<file path="config.mk">
export PLATFORM = sky130hd
export DESIGN_NAME = mssl_stop_start
export DESIGN_NICKNAME = d
export VERILOG_FILES = /design/src/hdl/mssl_pkg.sv /design/src/hdl/mssl_stop_start.sv
export VERILOG_INCLUDE_DIRS = /design/src /design/src/hdl
export SDC_FILE = /design/constraint.sdc
export NUM_CORES = 1
export LEC_CHECK = 0
export BUFFER_PORTS_ARGS = -buffer_cell sky130_fd_sc_hd__buf_4
export CORE_MARGIN = 2
export CORE_UTILIZATION = 50
export DETAILED_ROUTE_END_ITERATION = 10
export PLACE_DENSITY = 0.68
export SKIP_LAST_GASP = 1
export SLEW_MARGIN = 20
export SYNTH_ARGS = -nofsm -noshare
export SYNTH_HDL_FRONTEND = slang
export SYNTH_SLANG_ARGS = --single-unit
</file>
<file path="constraint.sdc">
create_clock -name clk -period 3.5 [get_ports clk]
set_clock_uncertainty 0.1 [all_clocks]
set_input_delay 0.175 -clock clk [delete_from_list [all_inputs] [get_ports clk]]
set_output_delay 0.175 -clock clk [all_outputs]
set_load 0.05 [all_outputs]
</file>
<file path="src/hdl/mssl_defines.svh">
// register offsets, reset values, function codes and timing counts
`ifndef MSSL_DEFINES_SVH
`define MSSL_DEFINES_SVH
`define MSSL_A_STOP     4'h0
`define MSSL_A_CODE0    4'h1
`define MSSL_A_EXT      4'h6
`define MSSL_A_STAT     4'h7
`define MSSL_RST_STOP   14'h270F
`define MSSL_RST_EXT    14'h0000
`define MSSL_STOP_RAMPA 14'h270F
`define MSSL_STOP_RAMPB 14'h22B8
`define MSSL_STOP_CMAX  14'h0064
`define MSSL_STOP_BLO   14'h03E8
`define MSSL_STOP_BHI   14'h044C
`define MSSL_FC_FWD     14'h003C
`define MSSL_FC_REV     14'h003D
`define MSSL_FC_LOW     14'h0000
`define MSSL_FC_MID     14'h0001
`define MSSL_FC_HIGH    14'h0002
`define MSSL_FC_JOG     14'h0005
`define MSSL_CLK_HZ     25000000
`define MSSL_UNIT_S     1
`define MSSL_SEC_CYC    (`MSSL_UNIT_S * `MSSL_CLK_HZ)
`endif

</file>
<file path="src/hdl/mssl_pkg.sv">
// types shared by the stop and start selection block
package mssl_pkg;
    typedef struct packed {
        logic [3:0]  addr;
        logic [15:0] wdata;
        logic        wr;
        logic        rd;
    } mssl_req_t;
    typedef struct packed {
        logic run;
        logic fwd;
        logic decel;
        logic restart;
    } mssl_cmd_t;
    typedef enum logic [2:0] {ST_IDLE, ST_RUN, ST_DECEL, ST_DELAY, ST_COAST} mssl_state_t;
endpackage

</file>
<file path="src/hdl/mssl_stop_start.sv">
// stop method and start input selection for a motor drive
// Operation
// - setting 9999 or 8888: ramp down when start command withdrawn
// - setting 0..100: cut output that many seconds after start off
// - setting 1000..1100: cut output after setting minus 1000 seconds
// - settings 1000..1100 or 8888: first input runs, second picks direction
// - running indication drops when output is cut for coasting
// - power-fail, panel, comm-error stop or jog override stop method
// - other settings: keep tracking frequency until start off and cut; this block ramps them down instead, like 9999
// - start during coasting restarts from the starting frequency
// - each terminal has own function code; defaults 60,61,0,1,2
// - stop and code settings writable only while display selection is 0
// - same code on several terminals: function active if any is
// - terminal changes answered within 20 ms
//
// The implementer's own choices: the plain strobed port and the register addresses.
`timescale 1ns/100ps
`include "mssl_defines.svh"
module mssl_stop_start
    import mssl_pkg::*;
#(
    parameter int SEC_CYC = `MSSL_SEC_CYC
)
(
    input  wire logic       clk,
    input  wire logic       rst_b,
    input  wire mssl_req_t  busReq,
    output logic [15:0]     rdData_r,
    input  wire logic [4:0] termPins,
    input  wire logic       powerFailStop,
    input  wire logic       panelStop,
    input  wire logic       commErrStop,
    input  wire logic       rampDone,
    input  wire logic       motorStopped,
    output mssl_cmd_t       driveCmd_r,
    output logic [2:0]      speedSel_r,
    output logic            jogActive_r
);
    logic [4:0]  sync1_r, sync2_r, sync3_r, termLvl_r;
    logic [13:0] termCode_r [5];
    logic [13:0] stopSet_r, extDisp_r;
    logic        fFwd_r, fRev_r;
    logic        modeB, rampStop, startOn, dirFwd, override, secHit, tick;
    logic [6:0]  delaySet, delay_r, secCnt_r;
    logic [31:0] tickCnt_r;
    mssl_state_t state_r, stateNxt;
    mssl_cmd_t   cmdNxt;

    // function active when any terminal carrying that code is active
    function automatic logic funcOn(input logic [13:0] code);
        logic hit;
        hit = 1'b0;
        for (int i = 0; i < 5; i++)
            hit = hit | (termLvl_r[i] & (termCode_r[i] == code));
        return hit;
    endfunction

    // three-stage pin sampling, level taken once stages two and three agree
    always_ff @(posedge clk or negedge rst_b)
    begin
        if (!rst_b)
        begin
            sync1_r   <= 5'h00;
            sync2_r   <= 5'h00;
            sync3_r   <= 5'h00;
            termLvl_r <= 5'h00;
        end
        else
        begin
            sync1_r <= termPins;
            sync2_r <= sync1_r;
            sync3_r <= sync2_r;
            for (int i = 0; i < 5; i++)
                if (sync2_r[i] == sync3_r[i])
                    termLvl_r[i] <= sync3_r[i];
        end
    end

    // per-terminal function code, writes locked by the display selection
    for (genvar g = 0; g < 5; g++)
    begin : gCode
        localparam logic [13:0] CODE_RST = (g == 0) ? `MSSL_FC_FWD :
                                           (g == 1) ? `MSSL_FC_REV :
                                           (g == 2) ? `MSSL_FC_LOW :
                                           (g == 3) ? `MSSL_FC_MID : `MSSL_FC_HIGH;
        always_ff @(posedge clk or negedge rst_b)
        begin
            if (!rst_b)
                termCode_r[g] <= CODE_RST;
            else if (busReq.wr && busReq.addr == `MSSL_A_CODE0 + 4'(g)
                     && extDisp_r == 14'h0000)
                termCode_r[g] <= busReq.wdata[13:0];
        end
    end

    // stop setting and display selection
    always_ff @(posedge clk or negedge rst_b)
    begin
        if (!rst_b)
        begin
            stopSet_r <= `MSSL_RST_STOP;
            extDisp_r <= `MSSL_RST_EXT;
        end
        else if (busReq.wr)
        begin
            if (busReq.addr == `MSSL_A_STOP && extDisp_r == 14'h0000)
                stopSet_r <= busReq.wdata[13:0];
            else if (busReq.addr == `MSSL_A_EXT)
                extDisp_r <= busReq.wdata[13:0];
        end
    end

    // read port, data one cycle after the strobe, unmapped reads zero
    always_ff @(posedge clk or negedge rst_b)
    begin
        if (!rst_b)
            rdData_r <= 16'h0000;
        else if (!busReq.rd)
            rdData_r <= 16'h0000;
        else if (busReq.addr == `MSSL_A_STOP)
            rdData_r <= {2'h0, stopSet_r};
        else if (busReq.addr >= `MSSL_A_CODE0 && busReq.addr < `MSSL_A_EXT)
            rdData_r <= {2'h0, termCode_r[3'(busReq.addr - `MSSL_A_CODE0)]};
        else if (busReq.addr == `MSSL_A_EXT)
            rdData_r <= {2'h0, extDisp_r};
        else if (busReq.addr == `MSSL_A_STAT)
            rdData_r <= {4'h0, termLvl_r, startOn, dirFwd, secHit, 1'b0, state_r};
        else
            rdData_r <= 16'h0000;
    end

    // decoded terminal functions, one cycle behind the levels
    always_ff @(posedge clk or negedge rst_b)
    begin
        if (!rst_b)
        begin
            fFwd_r      <= 1'b0;
            fRev_r      <= 1'b0;
            speedSel_r  <= 3'h0;
            jogActive_r <= 1'b0;
        end
        else
        begin
            fFwd_r      <= funcOn(`MSSL_FC_FWD);
            fRev_r      <= funcOn(`MSSL_FC_REV);
            speedSel_r  <= {funcOn(`MSSL_FC_HIGH), funcOn(`MSSL_FC_MID),
                            funcOn(`MSSL_FC_LOW)};
            jogActive_r <= funcOn(`MSSL_FC_JOG);
        end
    end

    // stop setting decode and start input interpretation
    always_comb
    begin
        modeB    = (stopSet_r == `MSSL_STOP_RAMPB) ||
                   (stopSet_r >= `MSSL_STOP_BLO && stopSet_r <= `MSSL_STOP_BHI);
        // undefined settings fall back to ramping, the safer stop
        rampStop = !((stopSet_r <= `MSSL_STOP_CMAX) ||
                     (stopSet_r >= `MSSL_STOP_BLO && stopSet_r <= `MSSL_STOP_BHI));
        delaySet = modeB ? 7'(stopSet_r - `MSSL_STOP_BLO) : 7'(stopSet_r);
        if (modeB)
        begin
            startOn = fFwd_r;
            dirFwd  = !fRev_r;
        end
        else
        begin
            // both inputs on counts as no start
            startOn = fFwd_r ^ fRev_r;
            dirFwd  = fFwd_r;
        end
        override = powerFailStop | panelStop | commErrStop | jogActive_r;
        tick     = (tickCnt_r == 32'(SEC_CYC - 1));
        secHit   = (secCnt_r == delay_r);
    end

    // stop sequencer next state
    always_comb
    begin
        stateNxt = state_r;
        case (state_r)
            ST_IDLE:
                if (startOn)
                    stateNxt = ST_RUN;
            ST_RUN:
                if (!startOn)
                begin
                    if (override || rampStop)
                        stateNxt = ST_DECEL;
                    else if (delaySet == 7'h00)
                        stateNxt = ST_COAST;
                    else
                        stateNxt = ST_DELAY;
                end
            ST_DECEL:
                if (startOn)
                    stateNxt = ST_RUN;
                else if (rampDone)
                    stateNxt = ST_IDLE;
            ST_DELAY:
                if (startOn)
                    stateNxt = ST_RUN;
                else if (override)
                    stateNxt = ST_DECEL;
                else if (secHit)
                    stateNxt = ST_COAST;
            ST_COAST:
                if (startOn)
                    stateNxt = ST_RUN;
                else if (motorStopped)
                    stateNxt = ST_IDLE;
            default:
                stateNxt = ST_IDLE;
        endcase
        cmdNxt.run     = (stateNxt == ST_RUN) || (stateNxt == ST_DECEL) ||
                         (stateNxt == ST_DELAY);
        cmdNxt.decel   = (stateNxt == ST_DECEL);
        cmdNxt.fwd     = startOn ? dirFwd : driveCmd_r.fwd;
        cmdNxt.restart = (stateNxt == ST_RUN) &&
                         (state_r == ST_IDLE || state_r == ST_COAST);
    end

    // state and drive commands move together
    always_ff @(posedge clk or negedge rst_b)
    begin
        if (!rst_b)
        begin
            state_r    <= ST_IDLE;
            driveCmd_r <= '0;
        end
        else
        begin
            state_r    <= stateNxt;
            driveCmd_r <= cmdNxt;
        end
    end

    // coast delay: latched at start off, seconds from a cycle divider
    always_ff @(posedge clk or negedge rst_b)
    begin
        if (!rst_b)
        begin
            delay_r   <= 7'h00;
            secCnt_r  <= 7'h00;
            tickCnt_r <= 32'h0000_0000;
        end
        else if (state_r != ST_DELAY || stateNxt != ST_DELAY)
        begin
            // any exit, including a new start, clears the timer
            secCnt_r  <= 7'h00;
            tickCnt_r <= 32'h0000_0000;
            if (state_r == ST_RUN)
                delay_r <= delaySet;
        end
        else if (tick)
        begin
            tickCnt_r <= 32'h0000_0000;
            secCnt_r  <= secCnt_r + 7'h01;
        end
        else
            tickCnt_r <= tickCnt_r + 32'h0000_0001;
    end
endmodule

</file>
Yosys cells after proc, flatten, opt, wreduce, memory -nomap -nowiden --
Cells that the tools add are included.
Word-level totals: register bits 193, latch bits 0, bits in writable memories 0, bits in read-only memories 0, input bits 34, output and inout port bits 24, word-level logic and storage cells 210, memories kept 0
Operators by class: add/subtract/negate cells 4, multiply operators 0, div/mod/pow operators 0, magnitude comparators 6, equality and inequality tests 49, shifts and indexed selects 0, muxes and demuxes 27, bitwise gates (word level) 60, reductions and logical operators 36
Operator list (count):
- equality test 14 x 6 -> 1 bit (second input constant) | 10
- logical NOT 14 bit | 6
- two-way mux 14 bit | 6
- equality test 14 x 1 -> 1 bit (second input constant) | 5
- equality test 14 x 2 -> 1 bit (second input constant) | 5
- equality test 14 x 3 -> 1 bit (second input constant) | 5
- two-way mux 32 bit | 2
- binary-select mux 14 bit (select 3 bit) | 1
- two-way mux 3 bit | 11
- adder 32 x 1 -> 32 bit (second input constant) | 1
- equality test 32 x 25 -> 1 bit (second input constant) | 1
- AND 1 bit | 30
- bitwise OR 1 bit | 27
- two-way mux 7 bit | 3
- equality test 4 x 3 -> 1 bit (second input constant) | 4
- case mux 3 bit (5 select lines) | 1
- equality test 14 bit (second input constant) | 1
- greater-or-equal comparator 14 x 10 -> 1 bit (second input constant) | 1
- less-or-equal comparator 14 x 11 -> 1 bit (second input constant) | 1
- less-or-equal comparator 14 x 7 -> 1 bit (second input constant) | 1
- logical AND 1 bit | 14
- equality test 3 x 2 -> 1 bit (second input constant) | 4
- two-way mux 12 bit | 1
- equality test 4 x 2 -> 1 bit (second input constant) | 2
- 24 further kinds | 39

Longest topological paths before layout --
Gate-level depths: netlist of the first run.
depth after elaboration 12, mapped depth 11, mapped depth without buffers 8

Worst setup path after synthesis of the first run --
OpenSTA, ideal clock, no wires.
path type input-to-reg, start input port busReq[18] in the netlist's numbering, end register rdData_r[1], setup time 0.132 ns, arrival 2.292 ns, required time 3.268 ns, path slack 0.977 ns, stages 10, path buffers 3, path through buf_2 -> buf_2 -> inv_1 -> ha_1 -> clkbuf_1 -> mux4_2 -> a221oi_1 -> nor3_1 -> a21oi_1 -> nor2_1
Between the ends: longest elaborated chain between the ends 8, elaborated cells between the ends (all ways) 16, those cells by class add/sub: 1; order compare: 2; eq/ne: 2; mux: 8; bitwise: 1; reduce/logical: 2
Ends and longest elaborated chain:
- start, declared | RTL line mssl_stop_start.sv:27 | input wire mssl_req_t busReq,
- subtractor 3 x 1 -> 3 bit (no source line)
- NOT 3 -> 4 bit | RTL line mssl_stop_start.sv:123 | rdData_r <= {2'h0, termCode_r[3'(busReq.addr - `MSSL_A_CODE0)]};
- binary-select mux 14 bit (select 3 bit) | RTL line mssl_stop_start.sv:123
- two-way mux 14 bit (2 in a row) | RTL line mssl_stop_start.sv:123
- two-way mux 14 bit | RTL line mssl_stop_start.sv:122 | else if (busReq.addr >= `MSSL_A_CODE0 && busReq.addr < `MSSL_A_EXT)
- two-way mux 14 bit * | RTL line mssl_stop_start.sv:120 | else if (busReq.addr == `MSSL_A_STOP)
- two-way mux 14 bit * | RTL line mssl_stop_start.sv:118 | else if (!busReq.rd)
- end signal, assigned | RTL line mssl_stop_start.sv:121 | rdData_r <= {2'h0, stopSet_r};
- end signal, assigned | RTL line mssl_stop_start.sv:123
- end signal, assigned | RTL line mssl_stop_start.sv:125 | rdData_r <= {2'h0, extDisp_r};
- end, declared | RTL line mssl_stop_start.sv:28 | output logic [15:0] rdData_r,
Mark *: on every way between the ends. The rest lies on a longest branch, timed or not. The select of a mux whose other input is x is not followed. A chain may end at the register's enable or synchronous reset.

Worst setup path after layout of the first run --
start register stopSet_r[10], end register tickCnt_r[0]
Between the ends: longest elaborated chain between the ends 12, elaborated cells between the ends (all ways) 23, those cells by class order compare: 3; eq/ne: 2; mux: 11; reduce/logical: 7
Ends and longest elaborated chain:
- start, declared | RTL line mssl_stop_start.sv:41 | logic [13:0] stopSet_r, extDisp_r;
- start signal, assigned | RTL line mssl_stop_start.sv:101 | stopSet_r <= `MSSL_RST_STOP;
- start signal, assigned | RTL line mssl_stop_start.sv:107 | stopSet_r <= busReq.wdata[13:0];
- greater-or-equal comparator 14 x 10 -> 1 bit (no source line) / less-or-equal comparator 14 x 11 -> 1 bit (equally long branches)
- logical AND 1 bit (no source line)
- logical OR 1 bit | RTL line mssl_stop_start.sv:155 | modeB = (stopSet_r == `MSSL_STOP_RAMPB) ||
- two-way mux 7 bit | RTL line mssl_stop_start.sv:160 | delaySet = modeB ? 7'(stopSet_r - `MSSL_STOP_BLO) : 7'(stopSet_r);
- logical NOT 7 bit | RTL line mssl_stop_start.sv:190 | else if (delaySet == 7'h00)
- two-way mux 3 bit | RTL line mssl_stop_start.sv:190
- two-way mux 3 bit | RTL line mssl_stop_start.sv:188 | if (override || rampStop)
- two-way mux 3 bit | RTL line mssl_stop_start.sv:186 | if (!startOn)
- case mux 3 bit (5 select lines) * | RTL line mssl_stop_start.sv:181 | case (state_r)
- inequality test 3 x 2 -> 1 bit * | RTL line mssl_stop_start.sv:247 | else if (state_r != ST_DELAY || stateNxt != ST_DELAY)
- logical OR 1 bit * | RTL line mssl_stop_start.sv:247
- two-way mux 32 bit * | RTL line mssl_stop_start.sv:247
- end signal, assigned | RTL line mssl_stop_start.sv:261 | tickCnt_r <= tickCnt_r + 32'h0000_0001;
- end, declared | RTL line mssl_stop_start.sv:45 | logic [31:0] tickCnt_r;
Mark *: on every way between the ends. The rest lies on a longest branch, timed or not.

==> results of run 1 <==
==> metrics by stage <==
step           instances  hold WS (ns)  utilization  power [W]
6_report            1128         0.127        0.594    0.00523
3_5_place_dp        1074         0.170        0.548    0.00324
2_1_floorplan        811        -0.221            -    0.00295
5_1_grt             1128         0.132        0.594    0.00544
4_1_cts             1128         0.108        0.594    0.00527
3_3_place_gp        1074         0.159        0.548    0.00321
==> final cells by class <==
class / count / area (um^2)
Fill cell: 1413 / 7350
Sequential cell: 191 / 4800
Multi-Input combinational cell: 566 / 4220
Timing Repair Buffer: 92 / 752
Clock buffer: 20 / 467
Tap cell: 229 / 287
Clock inverter: 12 / 145
Inverter: 18 / 67.6
==> layout by cell type, fill, tap and decap left out, types with 4 or more instances in the layout <==
cell type / count
a21o_1: 4
a21oi_1: 19
a221oi_1: 25
a31oi_1: 4
and3_1: 9
buf_4: 69
clkbuf_16: 17
clkbuf_8: 4
dfrtp_1: 172
dfstp_2: 19
dlygate4sd3_1: 22
ha_1: 7
inv_1: 18
inv_6: 5
maj3_1: 5
mux2_2: 94
mux4_2: 14
nand2_1: 69
nand2b_1: 4
nand3_1: 23
nand3b_1: 5
nand4_1: 14
nor2_1: 83
nor2b_1: 5
nor3_1: 23
nor3b_1: 9
nor4_1: 19
o2111ai_1: 4
o21ai_0: 14
or3_1: 5
or4_1: 8
xnor2_1: 37
xor2_1: 9
==> what timing repair did <==
action                                 in CTS  in global routing
hold buffers                               22                  0
gates resized for setup                     0                  0
buffers inserted                            0                  0
endpoints found under the hold margin     188                  0
==> logic make-up after synthesis <==
logic type	Yosys count	share of synthesized area
XOR/XNOR	46	0.0435
other	1	0.000405
multiplexers	111	0.152
adder cells (fa/ha/maj)	12	0.0149
AO/OA/AOI/OAI	97	0.0767
flip-flops	191	0.519
buffers and inverters	54	0.0254
AND/OR/NAND/NOR	298	0.168
==> synthesized netlist by cell type, drive strengths merged (5+ instances only) <==
cell type | instances | area share
a21oi | 19 | 0.010
a221oi | 25 | 0.024
and3 | 9 | 0.0061
buf | 17 | 0.010
clkbuf | 19 | 0.0077
dfrtp | 172 | 0.47
dfstp | 19 | 0.054
ha | 7 | 0.0095
inv | 18 | 0.0073
maj3 | 5 | 0.0054
mux2 | 94 | 0.11
mux4 | 14 | 0.034
nand2 | 69 | 0.028
nand3 | 23 | 0.012
nand3b | 5 | 0.0041
nand4 | 15 | 0.011
nor2 | 83 | 0.034
nor2b | 5 | 0.0034
nor3 | 23 | 0.012
nor3b | 10 | 0.0087
nor4 | 20 | 0.014
nor4b | 5 | 0.0070
o21ai | 14 | 0.0076
or3 | 6 | 0.0046
or4 | 8 | 0.0065
xnor2 | 37 | 0.035
xor2 | 9 | 0.0085
==> sequential cells by signal, indices dropped and copies added (netlist names), 4 cells and up <==
signal	cells
sync3_r	5
secCnt_r	7
extDisp_r	14
rdData_r	14
termLvl_r	5
tickCnt_r	32
delay_r	7
stopSet_r	14
sync2_r	5
sync1_r	5
termCode_r	70
driveCmd_r	4
==> worst max-delay path by stage <==
stage	startpoint	to	slack (ns)	cells after the start
5_1_grt	stopSet_r[10]$_DFFE_PN1P_	tickCnt_r[0]$_DFF_PN0_	0.37	6
4_1_cts	stopSet_r[10]$_DFFE_PN1P_	tickCnt_r[0]$_DFF_PN0_	0.62	6
3_5_place_dp	stopSet_r[10]$_DFFE_PN1P_	tickCnt_r[0]$_DFF_PN0_	0.63	6
2_1_floorplan	busReq[18]	rdData_r[1]$_DFF_PN0_	0.98	10
3_3_place_gp	stopSet_r[10]$_DFFE_PN1P_	tickCnt_r[0]$_DFF_PN0_	0.78	6
6_report	stopSet_r[10]$_DFFE_PN1P_	tickCnt_r[0]$_DFF_PN0_	0.65	6
==> metal layers <==
layer,up-vias,global-route usage,wire [um]
li1,3122,-,-
met1,3427,0.348,10400
met2,203,0.360,10400
met3,26,0.0441,1090
met4,0,0.0638,308
met5,-,0,0
==> power breakdown <==
group | switching (W) | leakage, nW | internal (W)
clock network | 0.000868 | 0.306 | 0.00113
logic | 0.000389 | 1.86 | 0.000300
registers | 0.000157 | 2.49 | 0.00238
==> worst max-delay path: stages, from the launching register on <==
cell and delay, ns:
dfstp_2 0.56, nor4b_1 0.48, o2111ai_1 0.30, nand4_2 0.16
o2111ai_1 0.16, nand4b_4 0.58, nor3b_1 0.38
==> metrics.md, run 1 <==
| Metric | Value |
|---|---|
| Pleak | 4.66 nW |
| Worst Tran Pin Value | 0.814 ns |
| Fmax | 350 MHz |
| Avg WL per Cell | 19.7 um |
| GRT overflow | 0 |
| Yosys warns | 0 |
| Synthesized area | 9250 um^2 |
| Via density | 6.01 |
| First-pass GRT wire length | 36,200 um |
| Startpoint types | flip-flop |
| WHS Endpoint | rdData_r[6]$_DFF_PN0_ |
| Pre-antenna DRT Iters | 10 |
| Post-synthesis sequential area ratio | 0.519 |
| Cells after Synth | 810 |
| Reg clk slew, reported paths | 0.07 ns |
| HPWL after DPL | 16,400 um |
| Setup violators final | 0 |
| Placed Instance Area | 9910 um^2 |
| Power per cell area | 487 nW/um^2 |
| Post-route worst setup slack | 0.646 ns |
| R2R Path Start | stopSet_r[10]$_DFFE_PN1P_ |
| Hold violation total from the final report | 0 |
| Post-synthesis async set-or-reset flop share | 1.00 |
| Area grow syn2layout | 16.1% |
| Req. time, crit path | 3.72 ns |
| Share of layout cells above drive strength 1 | 0.266 |
| Nets@finish | 927 |
| Initial Util | 0.512 |
| Fin crit share | 0.815 |
| Maximum Capacitance Violations | 0 |
| Min cycle time layout | 2.85 ns |
| Crit path capture type | flip-flop |
| Core area | 18,100 um^2 |
| Hold crit path type | in -> reg |
| Worst Path Arrival | 3.07 ns |
| WL final | 22,200 um |
| Ports | 58 |
| H-tree depth | 4 |
| Die Ht | 140 um |
| Antenna Nets Post-Route | 0 |
| CP max FO | 39 |
| Vias in the first global route | 6,738 |
| Rows | 49 |
| DRC violations left | 3 |
| Setup WS pre-CTS | 0.630 ns |
| CTS buffer count | 17 |
| Setup TNS | 0 ns |
| Unrepaired setup endpoints after global routing | false |
| Reg2Reg Setup Slack | 0.65 ns |
| Initial antenna violation count | 0 |
| Largest net degree at the start of global routing | 92 |
| Final-report max-slew violation count | 0 |
| #FFs+latches synth | 191 |
| Reg2Reg Depth | 6 |
| Clock Tree Root | clkbuf_16 |
| Max_slew headroom | 0.458 |
| GPL Wtd Cong | 0.890 |
| Mean Syn Cell Area | 11.4 um^2 |
| RR Endpoint | tickCnt_r[0]$_DFF_PN0_ |
| TritonCTS clock tree | done |
| VDD IR max | 0.320 mV |
| GRT Total Usage | 0.235 |
| Status | complete, but fails checks |
| Failing checks | DRC |
| Clock Path Buffers | 2 |
| Library cells used by synthesis | 69 |
| Clock Sinks | 191 |
| Vias post-DR | 6,778 |
| N_diodes | 0 |
| Buffers added on ports | 53 |
| Hold_sp | busReq[21] |
| Hold Crit Depth | 3 |
| Worst-Skew Late Latency | 0.43 ns |
| Top FF cell, synth | dfrtp_1 |
| Finished Cell Area | 10,700 um^2 |
| DIE AREA | 19,600 um^2 |
| Initial drt markers | 596 |
| Worst setup path category | reg -> reg |
| Post-synth EDFFs | 0 |
| Die W | 140 um |
Power figures use the tool's default switching activity.
==> inputs of run 2 (changes only) <==
--- a/config.mk
+++ b/config.mk
@@ -6,6 +6,7 @@
 export SDC_FILE = /design/constraint.sdc
 export NUM_CORES = 1
 export LEC_CHECK = 0
+export ABC_AREA = 1
 export BUFFER_PORTS_ARGS = -buffer_cell sky130_fd_sc_hd__buf_4
 export CORE_MARGIN = 2
 export CORE_UTILIZATION = 50
==> constraint.sdc (replaced) <==
create_clock -name clk -period 2.85 [get_ports clk]
set_clock_uncertainty 0.1 [all_clocks]
set_input_delay 0.1425 -clock clk [delete_from_list [all_inputs] [get_ports clk]]
set_output_delay 0.1425 -clock clk [all_outputs]
set_load 0.05 [all_outputs]
==> metrics.md, run 2 <==
| Metric | Value |
|---|---|
| HPWL after DPL | 17,800 um (was 16,400 um) |
| #FFs+latches synth | 191 (unchanged) |
| TritonCTS clock tree | done (unchanged) |
| Post-synth EDFFs | 0 (unchanged) |
| Gr busiest metal | met2 (unchanged) |
| R2R Path Start | stopSet_r[11]$_DFFE_PN0P_ (was stopSet_r[10]$_DFFE_PN1P_) |
| Crit path capture type | flip-flop (unchanged) |
| H-tree depth | 4 (unchanged) |
| Unrepaired setup endpoints after global routing | false (unchanged) |
| Die Ht | 143 um (was 140 um) |
| # fillers | 1,716 (was 1,413) |
| RR Endpoint | tickCnt_r[10]$_DFF_PN0_ (was tickCnt_r[0]$_DFF_PN0_) |
| Post-route worst setup slack | 0.289 ns (was 0.646 ns) |
| Seq pwr share | 0.471 (was 0.486) |
| Startpoint types | flip-flop (unchanged) |
| Commonest cells after routing, fill and taps aside | nand2_1 (265), dfrtp_1 (172), o21ai_0 (126) (was dfrtp_1 (172), mux2_2 (94), nor2_1 (83)) |
| Rows | 50 (was 49) |
| Family with the most delay on the worst path | simple AND/OR/NAND/NOR gates (unchanged) |
| Reg2Reg Setup Slack | 0.29 ns (was 0.65 ns) |
| Reg clk slew, reported paths | 0.08 ns (was 0.07 ns) |
| Maximum Capacitance Violations | 0 (unchanged) |
| Met2 Use GR | 0.399 (was 0.360) |
| Clock Path Buffers | 2 (unchanged) |
| Worst-path cell with the longest stage delay | nand4_4 (was nand4b_4) |
| Net switching power | 0.00203 W (was 0.00141 W) |
| Initial Util | 0.512 (about the same) |
| Crit path launch | stopSet_r[11]$_DFFE_PN0P_ (was stopSet_r[10]$_DFFE_PN1P_) |
| First-pass GRT wire length | 40,200 um (was 36,200 um) |
| Library cells used by synthesis | 53 (was 69) |
| Yosys warns | 0 (unchanged) |
| Cells after Synth | 1,160 (was 810) |
| Hold Crit Depth | 3 (unchanged) |
| Crit path to | tickCnt_r[10]$_DFF_PN0_ (was tickCnt_r[0]$_DFF_PN0_) |
| Buffers added on ports | 53 (unchanged) |
| Antenna Nets Post-Route | 0 (unchanged) |
| Die W | 143 um (was 140 um) |
| Commonest non-fill, non-tap cell in the layout | nand2_1 (was dfrtp_1) |
| Count leader, synth | nand2_1 (was dfrtp_1) |
| Core area | 18,800 um^2 (was 18,100 um^2) |
| Post-synthesis async set-or-reset flop share | 1.00 (unchanged) |
| Top cells by area, synth | dfrtp_1 (45%), nand2_1 (10%), o21ai_0 (6.5%) (was dfrtp_1 (47%), mux2_2 (11%), dfstp_2 (5.4%)) |
| Post-synthesis sequential area ratio | 0.498 (was 0.519) |
| Area grow syn2layout | 14.7% (was 16.1%) |
| Synth top cells by count | nand2_1 (265), dfrtp_1 (172), o21ai_0 (126) (was dfrtp_1 (172), mux2_2 (94), nor2_1 (83)) |
| Clock Sinks | 191 (unchanged) |
| Vias in the first global route | 7,790 (was 6,738) |
| Fmax | 391 MHz (was 350 MHz) |
| WL final | 24,400 um (was 22,200 um) |
| Core Util, Final | 0.587 (was 0.594) |
| Hold violation total from the final report | 0 (unchanged) |
| Clock power frac | 0.361 (was 0.382) |
| Setup WS pre-CTS | 0.315 ns (was 0.630 ns) |
| Avg WL per Cell | 16.3 um (was 19.7 um) |
| GR Util met3 | 0.0500 (was 0.0441) |
| CP max FO | 18 (was 39) |
| Hold crit path type | in -> reg (unchanged) |
| Req. time, crit path | 3.10 ns (was 3.72 ns) |
| Nets@finish | 1,266 (was 927) |
| Mean Syn Cell Area | 8.31 um^2 (was 11.4 um^2) |
| Combinational power share | 0.168 (was 0.132) |
| Vias post-DR | 8,116 (was 6,778) |
| Worst setup path category | reg -> reg (unchanged) |
| CTS buffer count | 17 (unchanged) |
| Largest net degree at the start of global routing | 70 (was 92) |
| Initial antenna violation count | 0 (unchanged) |
| GRT overflow | 0 (unchanged) |
| GPL Wtd Cong | 0.959 (was 0.890) |
| Top reg by flops | termCode_r (unchanged) |
| Initial drt markers | 735 (was 596) |
| Top FF cell, synth | dfrtp_1 (unchanged) |
| Final-report max-slew violation count | 0 (unchanged) |
| Cell-internal power | 0.00466 W (was 0.00381 W) |
| VDD IR max | 0.401 mV (was 0.320 mV) |
| Worst Tran Pin Value | 0.825 ns (was 0.814 ns) |
| Min cycle time layout | 2.56 ns (was 2.85 ns) |
| DRC violations left | 0 (was 3) |
| Max_slew headroom | 0.449 (was 0.458) |
| Delay of the slowest cell on the worst path | 0.41 ns (was 0.58 ns) |
| Setup TNS | 0 ns (unchanged) |
| Fin crit share | 0.898 (was 0.815) |
| GR Layer Usage met1 | 0.366 (was 0.348) |
| Sw frac | 0.303 (was 0.271) |
| Via density | 5.42 (was 6.01) |
| Hold slack | 0.0146 ns (was 0.127 ns) |
| Worst path buffer plus inverter count | 1 (was 0) |
| Synth top area share | 0.447 (was 0.465) |
| GRT Total Usage | 0.253 (was 0.235) |
| Ports | 58 (unchanged) |
| Reg2Reg Depth | 13 (was 6) |
| Clock Tree Root | clkbuf_16 (unchanged) |
| DIE AREA | 20,400 um^2 (was 19,600 um^2) |
| Worst-Skew Late Latency | 0.44 ns (was 0.43 ns) |
| Pre-antenna DRT Iters | 6 (was 10) |
| Most common cell on crit path | nand2_1 (was o2111ai_1) |
| Crit path cell chain | inv_1 > nand2_1 > nor3_1 > nand3_1 > nand2_1 > nand2_1 > nand2_1 > nor2_1 > nand3_2 > nand2_2 > nand2_4 > nand4_4 > nor2_1 (was nor4b_1 > o2111ai_1 > nand4_2 > o2111ai_1 > nand4b_4 > nor3b_1) |
| Synthesized area | 9640 um^2 (was 9250 um^2) |
| N_diodes | 0 (unchanged) |
| Share of layout cells above drive strength 1 | 0.136 (was 0.266) |
| Max reg flops | 70 (unchanged) |
| Regs by FF count | termCode_r x70, tickCnt_r x32 (unchanged) |
| Setup violators final | 0 (unchanged) |
| Pleak | 4.89 nW (was 4.66 nW) |
| Setup bufs post-CTS | 0 (unchanged) |
| Leading area contributor after synthesis | dfrtp_1 (unchanged) |
| Power per cell area | 605 nW/um^2 (was 487 nW/um^2) |
| Worst Path Arrival | 2.81 ns (was 3.07 ns) |
| Worst path depth | 13 (was 6) |
| Tot Pwr | 0.00668 W (was 0.00523 W) |
| Status | finished clean (was complete, but fails checks) |
==> run 2: worst min path at each step <==
stage	from	to	slack, ns
floorplan	rst_b	delay_r[0]$_DFFE_PN0P_	-0.25
CTS	busReq[8]	extDisp_r[6]$_DFFE_PN0P_	0.005
finish	busReq[15]	termCode_r[55]$_DFFE_PN0P_	0.01
global route	busReq[5]	stopSet_r[3]$_DFFE_PN1P_	0.03
global placement	rst_b	tickCnt_r[12]$_DFF_PN0_	0.08
detailed placement	rst_b	tickCnt_r[12]$_DFF_PN0_	0.08
==> run 2: cell type report <==
| type | instances | area (um^2) | area share |
|---|---|---|---|
| clock inverters | 13 | 153 | 0.0138 |
| inverters | 115 | 432 | 0.0391 |
| clock buffers | 19 | 443 | 0.0401 |
| well taps | 260 | 325 | 0.0294 |
| flip-flops and latches | 191 | 4800 | 0.435 |
| multi-input cells | 816 | 4220 | 0.382 |
| repair buffers | 84 | 672 | 0.0608 |
==> run 2: power by group through the flow <==
| stage | Sequential (W) | Clock [W] | Combinational [W] |
|---|---|---|---|
| floorplan | 0.00321 | 0 | 0.000662 |
| global placement | 0.00318 | 0 | 0.00108 |
| detailed placement | 0.00319 | 0 | 0.00110 |
| CTS | 0.00314 | 0.00245 | 0.00111 |
| global route | 0.00317 | 0.00258 | 0.00126 |
| finish | 0.00315 | 0.00241 | 0.00112 |
==> run 2: per-layer routing <==
layer,vias up,part of all wire
met5,-,0
met4,0,0.011
met3,24,0.050
met2,226,0.47
met1,3889,0.47
li1,3977,-
==> run 2: logic make-up after synthesis <==
family | after synthesis | share of synthesized area
AO/OA/AOI/OAI | 232 | 0.136
XOR/XNOR | 38 | 0.0345
adder cells (fa/ha/maj) | 12 | 0.0143
buffers and inverters | 154 | 0.0639
flip-flops | 191 | 0.498
multiplexers | 1 | 0.00104
other | 1 | 0.000389
AND/OR/NAND/NOR | 531 | 0.251
==> run 2: worst reg2reg max path, stage by stage, from the launching register on <==
cell	delay [ns]
dfrtp_1	0.40
inv_1	0.13
nand2_1	0.15
nor3_1	0.30
nand3_1	0.17
nand2_1	0.12
nand2_1	0.05
nand2_1	0.10
nor2_1	0.08
nand3_2	0.07
nand2_2	0.06
nand2_4	0.07
nand4_4	0.41
nor2_1	0.24
==> run 2: metrics by stage <==
stage / area (um^2) / cells
global route: 11100 / 1498
global placement: 10400 / 1457
floorplan: 9640 / 1161
detailed placement: 10400 / 1457
CTS: 11000 / 1497
finish: 11100 / 1498
==> run 2: timing repair <==
action	4_1_cts	5_1_grt
hold buffers	8	1
hold endpoints to repair	75	1
gates resized for setup	0	0
==> inputs of run 3 (changes only) <==
--- a/config.mk
+++ b/config.mk
@@ -9,9 +9,9 @@
 export ABC_AREA = 1
 export BUFFER_PORTS_ARGS = -buffer_cell sky130_fd_sc_hd__buf_4
 export CORE_MARGIN = 2
-export CORE_UTILIZATION = 50
+export CORE_UTILIZATION = 54
 export DETAILED_ROUTE_END_ITERATION = 10
-export PLACE_DENSITY = 0.68
+export PLACE_DENSITY = 0.72
 export SKIP_LAST_GASP = 1
 export SLEW_MARGIN = 20
 export SYNTH_ARGS = -nofsm -noshare
==> metrics.md, run 3 (synthesis results as in run 2) <==
| Metric | Value |
|---|---|
| Multi-input gate area | 4220 um^2 (unchanged) |
| Maximum Capacitance Violations | 0 (unchanged) |
| WL final | 24,800 um (was 24,400 um) |
| Hold Crit Depth | 3 (unchanged) |
| Clock Path Buffers | 2 (unchanged) |
| Hold_sp | busReq[15] (unchanged) |
| Setup TNS | 0 ns (unchanged) |
| Storage element area | 4800 um^2 (unchanged) |
| Buffers added on ports | 53 (unchanged) |
| CP max FO | 18 (unchanged) |
| Reg2Reg Setup Slack | 0.23 ns (was 0.29 ns) |
| H-tree depth | 4 (unchanged) |
| Die W | 138 um (was 143 um) |
| Avg WL per Cell | 16.9 um (was 16.3 um) |
| Initial antenna violation count | 0 (unchanged) |
| Ports | 58 (unchanged) |
| WHS Endpoint | termCode_r[55]$_DFFE_PN0P_ (unchanged) |
| Power per cell area | 598 nW/um^2 (was 605 nW/um^2) |
| Final-report max-slew violation count | 0 (unchanged) |
| GRT overflow | 0 (unchanged) |
| RR Endpoint | tickCnt_r[12]$_DFF_PN0_ (was tickCnt_r[10]$_DFF_PN0_) |
| Commonest non-fill, non-tap cell in the layout | nand2_1 (unchanged) |
| Worst Tran Pin Value | 0.795 ns (was 0.825 ns) |
| GPL Wtd Cong | 0.963 (was 0.959) |
| Initial Util | 0.555 (was 0.512) |
| # fillers | 1,475 (was 1,716) |
| Min cycle time layout | 2.62 ns (was 2.56 ns) |
| R2R Path Start | stopSet_r[5]$_DFFE_PN0P_ (was stopSet_r[11]$_DFFE_PN0P_) |
| Max reg flops | 70 (unchanged) |
| Placed insts | 1,422 (was 1,457) |
| First-pass GRT wire length | 40,100 um (was 40,200 um) |
| Worst-Skew Late Latency | 0.44 ns (about the same) |
| Setup violators final | 0 (unchanged) |
| CTS buffer count | 17 (unchanged) |
| Regs by FF count | termCode_r x70, tickCnt_r x32 (unchanged) |
| Rows | 48 (was 50) |
| TritonCTS clock tree | done (unchanged) |
| Hold violation total from the final report | 0 (unchanged) |
| GRT Total Usage | 0.276 (was 0.253) |
| Clock Sinks | 191 (unchanged) |
| Reg clk slew, reported paths | 0.07 ns (was 0.08 ns) |
| Pleak | 4.88 nW (was 4.89 nW) |
| Die Ht | 138 um (was 143 um) |
| N_diodes | 0 (unchanged) |
| Hold crit path type | in -> reg (unchanged) |
| Fin cells | 1,464 (was 1,498) |
| Core area | 17,400 um^2 (was 18,800 um^2) |
| Fmax | 382 MHz (was 391 MHz) |
| VDD IR max | 0.713 mV (was 0.401 mV) |
| Worst setup path category | reg -> reg (unchanged) |
| Antenna Nets Post-Route | 0 (unchanged) |
| Top reg by flops | termCode_r (unchanged) |
| DRC violations left | 0 (unchanged) |
| DIE AREA | 18,900 um^2 (was 20,400 um^2) |
| Area grow syn2layout | 14.1% (was 14.7%) |
| Unrepaired setup endpoints after global routing | false (unchanged) |
| Status | finished clean (unchanged) |
| Via density | 5.68 (was 5.42) |
| Nets@finish | 1,267 (was 1,266) |
| Pre-antenna DRT Iters | 7 (was 6) |
| Initial drt markers | 712 (was 735) |
| Largest net degree at the start of global routing | 81 (was 70) |
| Clock Tree Root | clkbuf_16 (unchanged) |
| Vias in the first global route | 7,829 (was 7,790) |
| Crit path capture type | flip-flop (unchanged) |
| PostCTS Resize Cnt | 0 (unchanged) |
| Startpoint types | flip-flop (unchanged) |
| Worst Path Arrival | 2.83 ns (was 2.81 ns) |
| Req. time, crit path | 3.06 ns (was 3.10 ns) |
| Vias post-DR | 8,321 (was 8,116) |
| Max_slew headroom | 0.469 (was 0.449) |
| HPWL after DPL | 17,700 um (was 17,800 um) |
| Fin crit share | 0.919 (was 0.898) |
| Commonest cells after routing, fill and taps aside | nand2_1 (265), dfrtp_1 (172), o21ai_0 (126) (unchanged) |
| Reg2Reg Depth | 14 (was 13) |
| Tot Pwr | 0.00658 W (was 0.00668 W) |
| Share of layout cells above drive strength 1 | 0.136 (about the same) |
==> run 3: area by class of cell <==
class / count / area share
clock buffers: 17 / 0.0387
clock inverters: 15 / 0.0122
inverters: 115 / 0.0393
multi-input cells: 816 / 0.384
flip-flops and latches: 191 / 0.437
well taps: 225 / 0.0256
repair buffers: 85 / 0.0632
==> run 3: metrics by stage <==
| step | area [um^2] | hold WS [ns] | setup slack [ns] | utilization |
|---|---|---|---|---|
| floorplan | 9640 | -0.253 | 0.381 | - |
| global placement | 10300 | 0.116 | 0.366 | 0.595 |
| detailed placement | 10300 | 0.113 | 0.259 | 0.595 |
| CTS | 11000 | 0.0130 | 0.243 | 0.633 |
| global route | 11000 | 0.0277 | 0.0770 | 0.633 |
| finish | 11000 | 0.00985 | 0.231 | 0.633 |
==> run 3: report_power, final <==
part / leakage, nW / internal (W) / switching, W / total [W]
clock network: 0.271 / 0.00121 / 0.00109 / 0.00230
registers: 2.51 / 0.00295 / 0.000198 / 0.00314
logic: 2.11 / 0.000376 / 0.000754 / 0.00113
total: 4.88 / 0.00454 / 0.00204 / 0.00658
==> run 3: per-layer routing <==
layer  routed length (um)  GRT usage  part of all wire  vias to the layer above
li1                     -          -                 -                     3986
met1                11000      0.379              0.45                     3975
met2                11400      0.440              0.46                      298
met3                 1500     0.0456             0.060                       62
met4                  801      0.108             0.032                        0
met5                    0          0                 0                        -
==> run 3: worst max path at each step <==
stage                                        start                       to  slack, ns  depth (start not counted)
final                     stopSet_r[5]$_DFFE_PN0P_  tickCnt_r[12]$_DFF_PN0_       0.23                         14
after detailed placement  stopSet_r[5]$_DFFE_PN0P_  tickCnt_r[12]$_DFF_PN0_       0.26                         14
after global routing      stopSet_r[5]$_DFFE_PN0P_  tickCnt_r[12]$_DFF_PN0_       0.08                         14
after floorplan                         busReq[18]   rdData_r[10]$_DFF_PN0_       0.38                         13
after global placement    stopSet_r[5]$_DFFE_PN0P_  tickCnt_r[12]$_DFF_PN0_       0.37                         14
after CTS                 stopSet_r[5]$_DFFE_PN0P_  tickCnt_r[12]$_DFF_PN0_       0.24                         14
==> run 3: worst max-delay path, cell delays in order (launching register included) <==
cell and delay [ns]:
dfrtp_1 0.53, inv_2 0.10, nor2_2 0.19, nand2_1 0.09
nand2_2 0.09, nand3_4 0.12, o21ai_0 0.18, nand2_1 0.15
nor2_2 0.16, nand3_2 0.08, nand2_2 0.09, nand2_4 0.07
nand4_4 0.06, buf_4 0.36, nor2_1 0.09
==> run 3: timing repair <==
action | in CTS | in global routing
hold endpoints to repair | 81 | 0
setup buffers | 0 | 0
hold buffers | 10 | 0
